## config.mk

```make
export PLATFORM = sky130hd
export DESIGN_NAME = tkdl_top
export DESIGN_NICKNAME = d
export VERILOG_FILES = /design/src/design/tkdl_pkg.sv /design/src/design/tkdl_channel.sv /design/src/design/tkdl_top.sv
export VERILOG_INCLUDE_DIRS = /design/src /design/src/design
export SDC_FILE = /design/constraint.sdc
export NUM_CORES = 1
export LEC_CHECK = 0
export BUFFER_PORTS_ARGS = -buffer_cell sky130_fd_sc_hd__buf_2
export CORE_MARGIN = 1
export CORE_UTILIZATION = 40
export CTS_BUF_LIST = sky130_fd_sc_hd__clkbuf_8
export CTS_CLUSTER_SIZE = 30
export DETAILED_ROUTE_END_ITERATION = 8
export MAX_ROUTING_LAYER = met4
export PLACE_DENSITY = 0.57
export SLEW_MARGIN = 20
export SYNTH_ARGS = -nofsm -noshare
export SYNTH_HDL_FRONTEND = slang
export SYNTH_SLANG_ARGS = --single-unit
```

## constraint.sdc

```tcl
create_clock -name sys_clk -period 11.8 [get_ports sys_clk]
set_input_delay 2.36 -clock sys_clk [delete_from_list [all_inputs] [get_ports sys_clk]]
set_output_delay 2.36 -clock sys_clk [all_outputs]
set_load 0.01 [all_outputs]
```

## src/design/tkdl_map.svh

```systemverilog
`ifndef TKDL_MAP_SVH
`define TKDL_MAP_SVH
`define TKDL_SIG_W 16
`define TKDL_THRESH 16'h000C
`define TKDL_HYST 16'h0002
`define TKDL_NEG_ERR 16'h0005
`define TKDL_DI_LIMIT 3'h6
`define TKDL_CLK_HZ 25000000
`define TKDL_NOM_OSC_HZ 100000
`define TKDL_SLEEP_MS 90
`define TKDL_SYNC_MS 18
`define TKDL_NEG_ERR_MS 2000
`define TKDL_T10_MS 10000
`define TKDL_T60_MS 60000
`define TKDL_OPT_PERIOD_MS 10000
`define TKDL_OPT_SAMPLES 25
`define TKDL_OPT_WIN_US 250
`define TKDL_RISE_DIV 8'h40
`define TKDL_FALL_DIV 8'h04
`define TKDL_FAST_BURST_US 2000
`define TKDL_RECAL_MIN_US 10
`endif

```

## src/design/tkdl_pkg.sv

```systemverilog
package tkdl_pkg;
  typedef enum logic [1:0] {
    TKDL_TO_10S,
    TKDL_TO_60S,
    TKDL_TO_INF
  } tkdl_timeout_t;
  typedef enum {
    TKDL_SLEEP,
    TKDL_BURST
  } tkdl_seq_t;
endpackage

```

## src/design/tkdl_channel.sv

```systemverilog
`timescale 1ns/1ps
`include "tkdl_map.svh"
module tkdl_channel
  import tkdl_pkg::*;
#(
  parameter int SIG_W = `TKDL_SIG_W,
  parameter int TMR_W = 24
) (
  input wire logic sys_clk,
  input wire logic srst,
  input wire logic recal_all,
  input wire logic sample_valid,
  input wire logic [SIG_W-1:0] sample,
  input wire logic drift_tick,
  input wire logic time_tick,
  input wire logic [TMR_W-1:0] max_on_ticks,
  input wire logic timeout_en,
  input wire logic [TMR_W-1:0] neg_err_ticks,
  output logic confirmed,
  output logic pending,
  output logic timeout_recal
);
  // ==========================================
  // reference and comparisons
  logic [SIG_W-1:0] reference;
  logic [2:0] consensus_counter;
  logic [TMR_W-1:0] on_timer;
  logic [TMR_W-1:0] neg_timer;
  logic [7:0] rise_div;
  logic [7:0] fall_div;
  logic calibrated;
  logic above;
  logic below_hyst;
  logic neg_err;
  logic recal_self;
  logic do_recal;
  logic neg_run;

  assign above = sample > reference + `TKDL_THRESH;
  assign below_hyst = sample < reference + `TKDL_THRESH - `TKDL_HYST;
  assign neg_err = sample + `TKDL_NEG_ERR <= reference;
  assign timeout_recal = sample_valid && confirmed && timeout_en && on_timer >= max_on_ticks;
  assign recal_self = sample_valid
    && (timeout_recal || (neg_err && neg_timer >= neg_err_ticks));
  assign do_recal = recal_all || recal_self || (sample_valid && !calibrated);
  assign pending = consensus_counter != 3'h0 && !confirmed;

  // ==========================================
  // reference tracking
  always_ff @(posedge sys_clk) begin
    if (srst) begin
      reference <= '0;
      calibrated <= 1'b0;
      rise_div <= 8'h00;
      fall_div <= 8'h00;
    end else if (recal_all) begin
      calibrated <= 1'b0;
    end else if (do_recal && sample_valid) begin
      reference <= sample;
      calibrated <= 1'b1;
      rise_div <= 8'h00;
      fall_div <= 8'h00;
    end else if (drift_tick && !confirmed && consensus_counter == 3'h0) begin
      if (sample > reference) begin
        fall_div <= 8'h00;
        if (rise_div >= `TKDL_RISE_DIV - 8'h01) begin
          rise_div <= 8'h00;
          reference <= reference + 1'b1;
        end else begin
          rise_div <= rise_div + 8'h01;
        end
      end else if (sample < reference) begin
        rise_div <= 8'h00;
        if (fall_div >= `TKDL_FALL_DIV - 8'h01) begin
          fall_div <= 8'h00;
          reference <= reference - 1'b1;
        end else begin
          fall_div <= fall_div + 8'h01;
        end
      end
    end
  end

  // ==========================================
  // consensus filter
  always_ff @(posedge sys_clk) begin
    if (srst || do_recal) begin
      consensus_counter <= 3'h0;
      confirmed <= 1'b0;
    end else if (sample_valid) begin
      if (!confirmed) begin
        if (above) begin
          if (consensus_counter + 3'h1 >= `TKDL_DI_LIMIT) begin
            confirmed <= 1'b1;
            consensus_counter <= `TKDL_DI_LIMIT;
          end else begin
            consensus_counter <= consensus_counter + 3'h1;
          end
        end else begin
          consensus_counter <= 3'h0;
        end
      end else if (below_hyst) begin
        confirmed <= 1'b0;
        consensus_counter <= 3'h0;
      end
    end
  end

  // ==========================================
  // duration timers
  always_ff @(posedge sys_clk) begin
    if (srst || do_recal || !confirmed) begin
      on_timer <= '0;
    end else if (time_tick && on_timer != '1) begin
      on_timer <= on_timer + 1'b1;
    end
  end

  always_ff @(posedge sys_clk) begin
    if (srst || do_recal) begin
      neg_timer <= '0;
      neg_run <= 1'b0;
    end else begin
      // the sample bus only means something at its strobe, so hold the error state
      if (sample_valid) begin
        neg_run <= neg_err;
      end
      if (sample_valid && !neg_err) begin
        neg_timer <= '0;
      end else if (time_tick && (sample_valid || neg_run) && neg_timer != '1) begin
        neg_timer <= neg_timer + 1'b1;
      end
    end
  end
endmodule

```

## src/design/tkdl_top.sv

```systemverilog
`timescale 1ns/1ps
`include "tkdl_map.svh"
// Function
// - Reference drifts toward signal only while the channel has no detection.
// - Reference follows falling signal faster than rising signal.
// - Per-channel slew-limited reference; threshold and hysteresis relative to it.
// - Slow mode without sync times adaptation from the 90 ms sleep interval.
// - Slow mode with sync scales adaptation as if period were 18 ms.
// - Detect above 12 counts over reference; release with 2 count hysteresis.
// - Per-channel max on-duration timeout recalibrates only that channel.
// - Option straps select direct or toggle output and 10s, 60s or infinite.
// - Fast-mode timeouts scale inversely with oscillator frequency.
// - Slow sync mode counts sync periods assuming 18 ms each for timeouts.
// - Consensus counter confirms at six; any miss clears it.
// - Slow mode runs confirming bursts back to back without sleep.
// - Power-up recalibrates all channels before detection.
// - Signal 5 counts below reference for 2 s recalibrates that channel.
// - Straps sampled at power-up and every 10 s while nothing detects.
// - Strap reading is 25 samples over 250 us, all must agree.
// - Rate strap low selects fast mode, high selects slow low-power mode.
// - Sync input honoured only in slow mode.
// - Toggle mode inverts output on confirmed rising edge; timeout keeps state.
// - Slow mode: sync pulse wakes one burst; else wake after 90 ms.
// - Fast mode: sync pin outputs high for one burst, low at burst end.
module tkdl_top
  import tkdl_pkg::*;
#(
  parameter int SIG_W = `TKDL_SIG_W,
  parameter int CLK_HZ = `TKDL_CLK_HZ,
  parameter int SLEEP_CYC = `TKDL_SLEEP_MS * (`TKDL_CLK_HZ / 1000),
  parameter int SYNC_NOM_CYC = `TKDL_SYNC_MS * (`TKDL_CLK_HZ / 1000),
  parameter int FAST_BURST_CYC = `TKDL_FAST_BURST_US * (`TKDL_CLK_HZ / 1000000),
  parameter int MS_CYC = `TKDL_CLK_HZ / 1000,
  parameter int OPT_PERIOD_CYC = `TKDL_OPT_PERIOD_MS * (`TKDL_CLK_HZ / 1000),
  parameter int OPT_GAP_CYC = (`TKDL_OPT_WIN_US * (`TKDL_CLK_HZ / 1000000)) / `TKDL_OPT_SAMPLES,
  parameter int RECAL_MIN_CYC = (`TKDL_RECAL_MIN_US * (`TKDL_CLK_HZ / 1000000)) / 2,
  parameter int OSC_HZ = `TKDL_NOM_OSC_HZ
) (
  input wire logic sys_clk,
  input wire logic srst,
  input wire logic recal_reset_n,
  input wire logic rate_strap,
  input wire logic option_strap_a,
  input wire logic option_strap_b,
  input wire logic sync_in,
  input wire logic sample_valid,
  input wire logic [SIG_W-1:0] sample_a,
  input wire logic [SIG_W-1:0] sample_b,
  output logic burst_req,
  output logic sync_ss_out,
  output logic sync_ss_oe,
  output logic key_a_output,
  output logic key_b_output,
  output logic slow_mode,
  output logic toggle_mode
);
  localparam int TMR_W = 24;
  localparam int CNT_W = 32;
  // ==========================================
  // pin synchronisers
  logic [1:0] res_s, rate_s, opt_a_s, opt_b_s, sync_s;
  logic sync_prev;
  logic sync_rise;
  always_ff @(posedge sys_clk) begin
    if (srst) begin
      res_s <= 2'h3;
      rate_s <= 2'h0;
      opt_a_s <= 2'h0;
      opt_b_s <= 2'h0;
      sync_s <= 2'h0;
      sync_prev <= 1'b0;
    end else begin
      res_s <= {res_s[0], recal_reset_n};
      rate_s <= {rate_s[0], rate_strap};
      opt_a_s <= {opt_a_s[0], option_strap_a};
      opt_b_s <= {opt_b_s[0], option_strap_b};
      sync_s <= {sync_s[0], sync_in};
      sync_prev <= sync_s[1];
    end
  end
  assign sync_rise = slow_mode && sync_s[1] && !sync_prev;

  // ==========================================
  // forced recalibration from the reset pin
  logic [CNT_W-1:0] res_low_cnt;
  logic recal_all;
  logic powerup;
  always_ff @(posedge sys_clk) begin
    if (srst) begin
      res_low_cnt <= '0;
    end else if (!res_s[1]) begin
      if (res_low_cnt != '1) res_low_cnt <= res_low_cnt + 1'b1;
    end else begin
      res_low_cnt <= '0;
    end
  end
  always_ff @(posedge sys_clk) begin
    if (srst) begin
      powerup <= 1'b1;
    end else begin
      powerup <= 1'b0;
    end
  end
  // valid pulse of the reset pin recalibrates all channels on release
  assign recal_all = powerup || (res_s[1] && res_low_cnt >= CNT_W'(RECAL_MIN_CYC));

  // ==========================================
  // option strap reading
  logic [CNT_W-1:0] opt_timer;
  logic [CNT_W-1:0] opt_gap;
  logic [4:0] opt_n;
  logic opt_busy, opt_agree;
  logic [2:0] opt_first;
  tkdl_timeout_t timeout_sel;
  logic any_detect;
  always_ff @(posedge sys_clk) begin
    if (srst) begin
      opt_timer <= '0;
      opt_busy <= 1'b1;
      opt_gap <= '0;
      opt_n <= 5'h00;
      opt_agree <= 1'b1;
      opt_first <= 3'h0;
    end else if (!opt_busy) begin
      opt_timer <= opt_timer + 1'b1;
      if (opt_timer >= CNT_W'(OPT_PERIOD_CYC) && !any_detect) begin
        opt_busy <= 1'b1;
        opt_timer <= '0;
      end
    end else if (opt_gap < CNT_W'(OPT_GAP_CYC)) begin
      opt_gap <= opt_gap + 1'b1;
    end else begin
      opt_gap <= '0;
      opt_n <= opt_n + 5'h01;
      if (opt_n == 5'h00) begin
        opt_first <= {rate_s[1], opt_a_s[1], opt_b_s[1]};
      end else if (opt_first != {rate_s[1], opt_a_s[1], opt_b_s[1]}) begin
        opt_agree <= 1'b0;
      end
      if (opt_n == 5'(`TKDL_OPT_SAMPLES - 1)) begin
        opt_busy <= 1'b0;
        opt_n <= 5'h00;
        opt_agree <= 1'b1;
      end
    end
  end
  always_ff @(posedge sys_clk) begin
    if (srst) begin
      slow_mode <= 1'b0;
      toggle_mode <= 1'b0;
      timeout_sel <= TKDL_TO_INF;
    end else if (opt_busy && opt_gap == CNT_W'(OPT_GAP_CYC)
                 && opt_n == 5'(`TKDL_OPT_SAMPLES - 1) && opt_agree
                 && opt_first == {rate_s[1], opt_a_s[1], opt_b_s[1]}) begin
      slow_mode <= opt_first[2];
      toggle_mode <= opt_first[1] && opt_first[0];
      case (opt_first[1:0])
        2'h1: timeout_sel <= TKDL_TO_10S;
        2'h2: timeout_sel <= TKDL_TO_60S;
        2'h3: timeout_sel <= TKDL_TO_10S;
        default: timeout_sel <= TKDL_TO_INF;
      endcase
    end
  end

  // ==========================================
  // burst sequencer
  tkdl_seq_t seq;
  logic [CNT_W-1:0] seq_cnt;
  logic sync_seen;
  logic pend_a, pend_b;
  logic burst_done;
  assign burst_done = sample_valid;
  always_ff @(posedge sys_clk) begin
    if (srst) begin
      sync_seen <= 1'b0;
    end else if (!slow_mode) begin
      sync_seen <= 1'b0;
    end else if (sync_rise) begin
      sync_seen <= 1'b1;
    end else if (seq == TKDL_SLEEP && seq_cnt >= CNT_W'(SLEEP_CYC - 1)) begin
      sync_seen <= 1'b0;
    end
  end
  always_ff @(posedge sys_clk) begin
    if (srst) begin
      seq <= TKDL_SLEEP;
      seq_cnt <= '0;
    end else begin
      case (seq)
        TKDL_SLEEP: begin
          seq_cnt <= seq_cnt + 1'b1;
          if (!slow_mode || pend_a || pend_b || sync_rise
              || seq_cnt >= CNT_W'(SLEEP_CYC - 1)) begin
            seq <= TKDL_BURST;
            seq_cnt <= '0;
          end
        end
        TKDL_BURST: begin
          seq_cnt <= seq_cnt + 1'b1;
          if (burst_done) begin
            seq <= TKDL_SLEEP;
            seq_cnt <= '0;
          end
        end
        default: seq <= TKDL_SLEEP;
      endcase
    end
  end
  assign burst_req = seq == TKDL_BURST;
  always_ff @(posedge sys_clk) begin
    if (srst) begin
      sync_ss_out <= 1'b0;
      sync_ss_oe <= 1'b0;
    end else begin
      sync_ss_oe <= !slow_mode;
      sync_ss_out <= !slow_mode && seq == TKDL_BURST && !burst_done;
    end
  end

  // ==========================================
  // time bases for drift and timeouts
  logic [CNT_W-1:0] ms_cnt;
  logic [CNT_W-1:0] ms_step;
  logic [CNT_W-1:0] ms_sum;
  logic ms_tick;
  logic [2:0] drift_sub;
  logic time_tick;
  logic drift_tick;
  logic [TMR_W-1:0] max_on_ticks;
  logic [TMR_W-1:0] neg_err_ticks;
  // slow mode counts bursts; fast mode counts milliseconds of the oscillator
  assign ms_step = slow_mode ? '0 : CNT_W'(OSC_HZ / `TKDL_NOM_OSC_HZ);
  assign ms_sum = ms_cnt + ms_step;
  assign ms_tick = ms_sum >= CNT_W'(MS_CYC);
  always_ff @(posedge sys_clk) begin
    if (srst) begin
      ms_cnt <= '0;
    end else if (ms_tick) begin
      // keep the remainder so a scaled step loses no time
      ms_cnt <= ms_sum - CNT_W'(MS_CYC);
    end else begin
      ms_cnt <= ms_sum;
    end
  end
  // with sync, one drift step per nominal sleep interval worth of sync periods
  always_ff @(posedge sys_clk) begin
    if (srst || !sync_seen) begin
      drift_sub <= 3'h0;
    end else if (sample_valid) begin
      drift_sub <= (drift_sub >= 3'(`TKDL_SLEEP_MS / `TKDL_SYNC_MS - 1)) ? 3'h0 : drift_sub + 3'h1;
    end
  end
  assign drift_tick = sample_valid && (!sync_seen || drift_sub == 3'h0);
  assign time_tick = slow_mode ? sample_valid : ms_tick;
  always_comb begin
    if (slow_mode) begin
      // one burst stands for the nominal sleep or sync period
      max_on_ticks = (timeout_sel == TKDL_TO_60S)
        ? TMR_W'(`TKDL_T60_MS / (`TKDL_SLEEP_MS)) : TMR_W'(`TKDL_T10_MS / (`TKDL_SLEEP_MS));
      neg_err_ticks = TMR_W'(`TKDL_NEG_ERR_MS / `TKDL_SLEEP_MS);
      if (sync_seen) begin
        max_on_ticks = (timeout_sel == TKDL_TO_60S)
          ? TMR_W'(`TKDL_T60_MS / `TKDL_SYNC_MS) : TMR_W'(`TKDL_T10_MS / `TKDL_SYNC_MS);
        neg_err_ticks = TMR_W'(`TKDL_NEG_ERR_MS / `TKDL_SYNC_MS);
      end
    end else begin
      max_on_ticks = (timeout_sel == TKDL_TO_60S) ? TMR_W'(`TKDL_T60_MS) : TMR_W'(`TKDL_T10_MS);
      neg_err_ticks = TMR_W'(`TKDL_NEG_ERR_MS);
    end
  end

  // ==========================================
  // channels and outputs
  logic conf_a, conf_b, conf_a_d, conf_b_d;
  tkdl_channel #(.SIG_W(SIG_W), .TMR_W(TMR_W)) u_ch_a (
    .sys_clk(sys_clk), .srst(srst), .recal_all(recal_all),
    .sample_valid(sample_valid), .sample(sample_a),
    .drift_tick(drift_tick), .time_tick(time_tick),
    .max_on_ticks(max_on_ticks), .timeout_en(timeout_sel != TKDL_TO_INF),
    .neg_err_ticks(neg_err_ticks),
    .confirmed(conf_a), .pending(pend_a), .timeout_recal()
  );
  tkdl_channel #(.SIG_W(SIG_W), .TMR_W(TMR_W)) u_ch_b (
    .sys_clk(sys_clk), .srst(srst), .recal_all(recal_all),
    .sample_valid(sample_valid), .sample(sample_b),
    .drift_tick(drift_tick), .time_tick(time_tick),
    .max_on_ticks(max_on_ticks), .timeout_en(timeout_sel != TKDL_TO_INF),
    .neg_err_ticks(neg_err_ticks),
    .confirmed(conf_b), .pending(pend_b), .timeout_recal()
  );
  assign any_detect = conf_a || conf_b || pend_a || pend_b;
  always_ff @(posedge sys_clk) begin
    if (srst) begin
      conf_a_d <= 1'b0;
      conf_b_d <= 1'b0;
      key_a_output <= 1'b0;
      key_b_output <= 1'b0;
    end else begin
      conf_a_d <= conf_a;
      conf_b_d <= conf_b;
      if (toggle_mode) begin
        if (conf_a && !conf_a_d) key_a_output <= !key_a_output;
        if (conf_b && !conf_b_d) key_b_output <= !key_b_output;
      end else begin
        key_a_output <= conf_a;
        key_b_output <= conf_b;
      end
    end
  end
endmodule

```

-- Word-level counts from Yosys, hierarchy flattened
Cells that the tools add are included.
- bits in registers: 400
- input port bits: 40
- output and inout port bits: 7
- add/subtract/negate cells: 28
- order comparisons: 26
- eq/ne operators: 25
- mux-type cells: 83
- bitwise logic cells: 3
- reductions and logical operators: 113
- operators by type and width (operator ; number):
    $mux W32 ; 7
    $mux W16 ; 13
    $mux W8 ; 20
    $add A32 B1 Y32 const B ; 4
    $pmux W32 S2 ; 2
    $add A24 B1 Y24 const B ; 4
    $ge A24 B24 Y1 ; 4
    $ne A24 B24 Y1 const B ; 4
    $gt A16 B16 Y1 ; 4
    $logic_not A32 Y1 ; 2
    $lt A16 B16 Y1 ; 4
    $mux W24 ; 2
    $logic_and A1 B1 Y1 ; 43
    $add A16 B1 Y16 const B ; 2
    $add A16 B3 Y16 const B ; 2
    $add A16 B4 Y16 const B ; 2
    $add A32 B1 Y32 ; 1
    $add A8 B1 Y8 const B ; 4
    $eq A32 B1 Y1 const B ; 1
    $eq A32 B2 Y1 const B ; 1
    $eq A32 B8 Y1 const B ; 1
    $ge A32 B15 Y1 const B ; 1
    $ge A32 B22 Y1 const B ; 1
    $ge A32 B28 Y1 const B ; 1
    other kinds (39) ; 148

-- Depth between registers and ports, before layout
- word-level depth: 13
- depth in mapped cells: 20

-- Hierarchy
A second synthesis with hierarchy kept.
- cell total of the unflattened synthesis: 3097
- area, all modules: 25463.2 µm²
- modules (own cells, without submodules) (module ; instances ; cells each ; area an instance (µm²) ; sequential area each (µm²)):
    tkdl_top ; 1 ; 1167 ; 9785.6 ; 3943.8
    tkdl_channel (u_ch_b) ; 1 ; 964 ; 7845.0 ; 1721.7
    tkdl_channel (u_ch_a) ; 1 ; 966 ; 7832.5 ; 1721.7

-- Least setup slack after synthesis
No wires, ideal clock.
- path type: input -> register
- from: input sample_a[7]
- to: register u_ch_a.reference[14]
- setup time: 0.120 ns
- arrival: 6.279 ns
- data required time: 11.680 ns
- setup slack: 5.401 ns
- stages: 16
- path through: ha_1 a2111oi_0 o21ai_0 o221ai_1 o211ai_1 nand2_1 ha_1 a21oi_1 o21ai_0 a2111oi_0 o31ai_1 o41a_1 a21o_1 a211oi_1 a211oi_1 o31a_1
- longest elaborated chain between the ends: 10
- elaborated cells between the ends (all ways): 18
- those cells by class: add/sub: 1; order compare: 3; eq/ne: 1; mux: 3; reduce/logical: 10
- ends and longest elaborated chain (item ; RTL line ; source):
    start, declared ; tkdl_top.sv:47 ; input wire logic [SIG_W-1:0] sample_a,
    $add A16 B3 Y16 (no source line) ; -- ;
    $le A16 B16 Y1 ; tkdl_channel.sv:41 ; assign neg_err = sample + `TKDL_NEG_ERR <= reference;
    $logic_and A1 B1 Y1 ; tkdl_channel.sv:44 ; && (timeout_recal || (neg_err && neg_timer >= neg_err_ticks));
    $logic_or A1 B1 Y1 ; tkdl_channel.sv:44 ;
    $logic_and A1 B1 Y1 ; tkdl_channel.sv:44 ;
    $logic_or A1 B1 Y1 (2 in series) ; tkdl_channel.sv:45 ; assign do_recal = recal_all || recal_self || (sample_valid && !calibrated);
    $logic_and A1 B1 Y1 ; tkdl_channel.sv:58 ; end else if (do_recal && sample_valid) begin
    $ne A3 B2 Y1 (no source line), or another cell as far along ; -- ;
    $reduce_and A5 Y1 (no source line) ; -- ;
    end signal, assigned ; tkdl_channel.sv:59 ; reference <= sample;
    end signal, assigned ; tkdl_channel.sv:68 ; reference <= reference + 1'b1;
    end signal, assigned ; tkdl_channel.sv:76 ; reference <= reference - 1'b1;
    end, declared ; tkdl_channel.sv:25 ; logic [SIG_W-1:0] reference;
Several ways; a longest one is shown, not always the timed one. The select of a mux whose other input is x is not followed.
A chain may end at the register's enable or synchronous reset.

-- Final worst setup path
Ends and elaborated chain as after synthesis.

==> qor.csv <==
stage;metric;value;unit
logic_synthesis;multiplexer share of the synthesized area;0.0188;
clock_tree;TritonCTS Buffers;71;
logic_synthesis;most used flip-flop cell after synthesis;sky130_fd_sc_hd__dfxtp_1;
critical_path;largest delay contributor family on the critical path;compound AO/OA/AOI/OAI gates;
clock_tree;TritonCTS clock tree;built;
critical_path;Worst setup SP type;input port;
critical_path;startpoint of the worst setup timing path;sample_a[7];
sta;min cycle time layout;6.87;ns
logic_synthesis;gate count after technology mapping;3123;
logic_synthesis;synthesis warning total;0;
clock_tree;post-CTS setup buffers;0;
routing;detailed-routing iteration count for the pre-antenna-repair pass;6;
final_layout;number of nets in the layout;3440;
critical_path;Crit. End Element;register;
clock_tree;clock root cell;sky130_fd_sc_hd__clkbuf_8;
sta;part of the cycle the worst path needs;0.582;
clock_tree;hold buffers post-CTS;0;
critical_path;worst reg2reg setup slack;6.24;ns
floorplan;overall die area;0.0642;mm^2
logic_synthesis;post-synthesis async set-or-reset flop share;0;
placed_design;weighted congestion at the end of routability-driven global placement;0.930;
flow_run;maxcap violations;0;
logic_synthesis;area share of the leading cell type in the synthesized netlist;0.292;
sta;final clock skew;0.0277;ns
sta;RSZ-0062 raised after global routing;no;
logic_synthesis;biggest area consumer among synthesized cells;sky130_fd_sc_hd__dfxtp_1;
floorplan;Die X-Extent;253;um
critical_path;worst r2r src;u_ch_a.reference[2];
logic_synthesis;main combinational cell family by area after synthesis;simple AND/OR/NAND/NOR gates;
worst_hold_path;path type of the worst min-delay path;register to register;
power_and_ir_drop;Static Leak;10.3;nW
floorplan;standard-cell row count;91;
critical_path;destination of the worst register-to-register timing path;u_ch_a.reference[14];
routing;WL final;66500;um
critical_path;critical-path cell list;buf_2 > ha_1 > a2111oi_0 > o21ai_0 > o221ai_1 > o211ai_1 > nand2_1 > ha_1 > a21oi_1 > o21ai_0 > a2111oi_0 > o31ai_1 > o41a_1 > a21o_1 > a211oi_1 > a211oi_1 > o31a_1;
logic_synthesis;most numerous cell types in the synthesized netlist;sky130_fd_sc_hd__dfxtp_1, sky130_fd_sc_hd__nor2_1, sky130_fd_sc_hd__ha_1, sky130_fd_sc_hd__nand2_1, sky130_fd_sc_hd__a21oi_1;
logic_synthesis;post-synthesis simple-gate area fraction;0.272;
critical_path;CP Class;input port to register;
clock_tree;Clock transition at path regs;0.06;ns
placed_design;detailed placement HPWL;48600;um
power_and_ir_drop;fraction of power consumed by combinational cells;0.273;
grt;aggregate global-route resource usage;0.212;
power_and_ir_drop;Design Power;3.80;mW
sta;Final Max Tran Viols;0;
routing;number of DRC markers after the initial detailed-route iteration;1347;
floorplan;effective utilization at floorplan;0.407;
sta;endpoints failing hold;0;
logic_synthesis;most numerous cell in the Yosys netlist;sky130_fd_sc_hd__dfxtp_1;
critical_path;CP required;12.33;ns
clock_tree;insertion delay to the later sink of the worst-skew pair;0.65;ns
logic_synthesis;sequential-to-total area share from yosys stat;0.292;
routing;number of DRC violations after detailed routing;0;
logic_synthesis;share of the synthesized area in compound gates (AO/OA/AOI/OAI);0.167;
grt;initial antenna violation count;3;
logic_synthesis;syn nets;3412;
critical_path;worst-path fanout max;18;
routing;final antenna-violating net count;0;
critical_path;buffering stage count on the worst path with inverters included;1;
grt;largest net degree at the start of global routing;107;
clock_tree;H-tree levels;3;
sta;Peak Freq;146;MHz
clock_tree;post-CTS sizing;0;
critical_path;endpoint arrival time on the critical path;7.40;ns
power_and_ir_drop;cell-internal power;2.48;mW
logic_synthesis;cell area after technology mapping;0.0253;mm^2
power_and_ir_drop;maximum vdd ir drop;0.114;mV
placed_design;Inst Count DP;3915;
final_layout;fraction of layout cells with a size suffix above 1;0.0763;
power_and_ir_drop;power density over cell area;137;mW/mm^2
placed_design;IO Port Bufs;46;
floorplan;ports placed on the boundary;47;
logic_synthesis;top cells by area, synth;sky130_fd_sc_hd__dfxtp_1, sky130_fd_sc_hd__ha_1, sky130_fd_sc_hd__xnor2_1;
critical_path;Worst path depth;17;
critical_path;slowest CP cell;sky130_fd_sc_hd__a2111oi_0;
critical_path;delay of the slowest cell on the worst path;0.74;ns
floorplan;area of the core;0.0621;mm^2
routing;Avg Vias per Cell;5.68;
sta;transition time of the tightest slew-check pin;1.13;ns
logic_synthesis;parity-gate share of the synthesized area counting xor and xnor cells;0.0883;
routing;routed wire length per instance;16.4;um
sta;Setup-failing EPs final;0;
logic_synthesis;share of synthesized cell area in full adder, half adder and majority cells;0.124;
critical_path;worst setup path end;u_ch_a.reference[14];
power_and_ir_drop;Sequential Power Share;0.368;
power_and_ir_drop;power spent charging and discharging nets;1.33;mW
grt;final global-route overflow total;0;
logic_synthesis;Mapped Avg Cell Area;8.09;um^2
clock_tree;Sinks on Clock Net;369;
logic_synthesis;FF+latch count, synth;369;
clock_tree;number of buffers on the longest clock path;3;
sta;TNS Setup;0;ns
worst_hold_path;source of the worst hold timing path;res_s[0];
power_and_ir_drop;fraction of power consumed by the clock network;0.359;
grt;first-pass GRT wire length;109000;um
logic_synthesis;number of synthesized flops with an enable pin;0;
power_and_ir_drop;switch share;0.349;
routing;count of vias placed by the detailed router;23000;
logic_synthesis;number of distinct library cell variants in the gate-level netlist after synthesis;87;
critical_path;FF-to-FF path depth;17;
sta;Max-slew headroom;0.238;
grt;vias in the first global route;21900;
floorplan;overall die height;253;um
final_layout;Area growth syn-to-layout;10.1;%
outcome;run status;completed;
final_layout;final cell count without fillers;4049;
-- power by group through the flow --
| stage | Clock [mW] | Combinational [mW] | Sequential, mW |
|---|---|---|---|
| 6_report | 1.37 | 1.04 | 1.40 |
| 5_1_grt | 1.47 | 1.15 | 1.41 |
| 4_1_cts | 1.41 | 1.04 | 1.40 |
| 3_5_place_dp | 0 | 1.03 | 1.42 |
| 3_3_place_gp | 0 | 1.01 | 1.42 |
| 2_1_floorplan | 0 | 0.835 | 1.38 |
-- how the worst min path moves through the flow --
| stage | end | slack [ns] | cells after the start |
|---|---|---|---|
| finish | res_s[1] | 0.41 | 1 |
| detailed placement | res_s[1] | 0.40 | 1 |
| global placement | res_s[1] | 0.40 | 1 |
| CTS | res_s[1] | 0.41 | 1 |
| global route | res_s[1] | 0.43 | 1 |
| floorplan | res_s[1] | 0.39 | 1 |
-- cells by family (layout without fill, tap and decap cells) --
| kind of cell | after synthesis | in the layout |
|---|---|---|
| and+or+nand+nor | 1320 | 1320 |
| AOI/OAI and AO/OA | 651 | 651 |
| DFF | 369 | 369 |
| xor gates and xnor gates | 253 | 253 |
| adders and majority gates | 249 | 249 |
| buffers and inverters | 236 | 322 |
| muxes | 45 | 45 |
| other | 0 | 3 |
-- area by class of cell --
type / count / area (um^2)
multi-input combinational: 2518 / 17000
fill: 6066 / 34200
antenna: 3 / 7.51
tap: 837 / 1050
clock inverter: 42 / 308
inverter: 126 / 473
timing repair buffer: 65 / 375
sequential: 369 / 7390
clock buffer: 89 / 1220
-- per-layer routing --
metal / routed length, um / track usage
met1: 31400 / 0.269
met2: 30300 / 0.335
met3: 3010 / 0.0344
met4: 1760 / 0.0831
met5: 0 / -
-- cell usage in the layout (no fill, tap or decap), types with 85 or more instances in the layout --
| cell type | netlist | final |
|---|---|---|
| sky130_fd_sc_hd__clkbuf_8 | 0 | 89 |
| sky130_fd_sc_hd__inv_1 | 123 | 144 |
| sky130_fd_sc_hd__nor2_1 | 291 | 291 |
| sky130_fd_sc_hd__o21ai_0 | 95 | 95 |
| sky130_fd_sc_hd__xor2_1 | 96 | 96 |
| sky130_fd_sc_hd__nand4_1 | 95 | 95 |
| sky130_fd_sc_hd__dfxtp_1 | 369 | 368 |
| sky130_fd_sc_hd__ha_1 | 247 | 247 |
| sky130_fd_sc_hd__and3_1 | 85 | 85 |
| sky130_fd_sc_hd__a21oi_1 | 208 | 207 |
| sky130_fd_sc_hd__nand3_1 | 147 | 147 |
| sky130_fd_sc_hd__nand2_1 | 247 | 246 |
| sky130_fd_sc_hd__xnor2_1 | 155 | 155 |
| sky130_fd_sc_hd__nor3_1 | 96 | 95 |
-- sequential cells by signal, summed over array words and instances, names as in the netlist, 3 cells and up --
signal	flops
drift_sub	3
ms_cnt	32
opt_first	3
opt_gap	32
opt_n	5
opt_timer	32
res_low_cnt	32
seq_cnt	32
u_ch_a.consensus_counter	3
u_ch_a.fall_div	8
u_ch_a.neg_timer	24
u_ch_a.on_timer	24
u_ch_a.reference	16
u_ch_a.rise_div	8
u_ch_b.consensus_counter	3
u_ch_b.fall_div	8
u_ch_b.neg_timer	24
u_ch_b.on_timer	24
u_ch_b.reference	16
u_ch_b.rise_div	8
-- stage by stage --
stage | utilization | cell area, um^2 | hold WS [ns] | setup slack (ns)
floorplan | - | 25300 | 0.389 | 5.40
global placement | 0.423 | 26300 | 0.396 | 4.48
detailed placement | 0.423 | 26300 | 0.396 | 4.46
CTS | 0.448 | 27800 | 0.412 | 5.14
global route | 0.448 | 27800 | 0.434 | 4.61
finish | 0.448 | 27800 | 0.409 | 4.93
No activity file was read; power rests on OpenSTA's default activity.
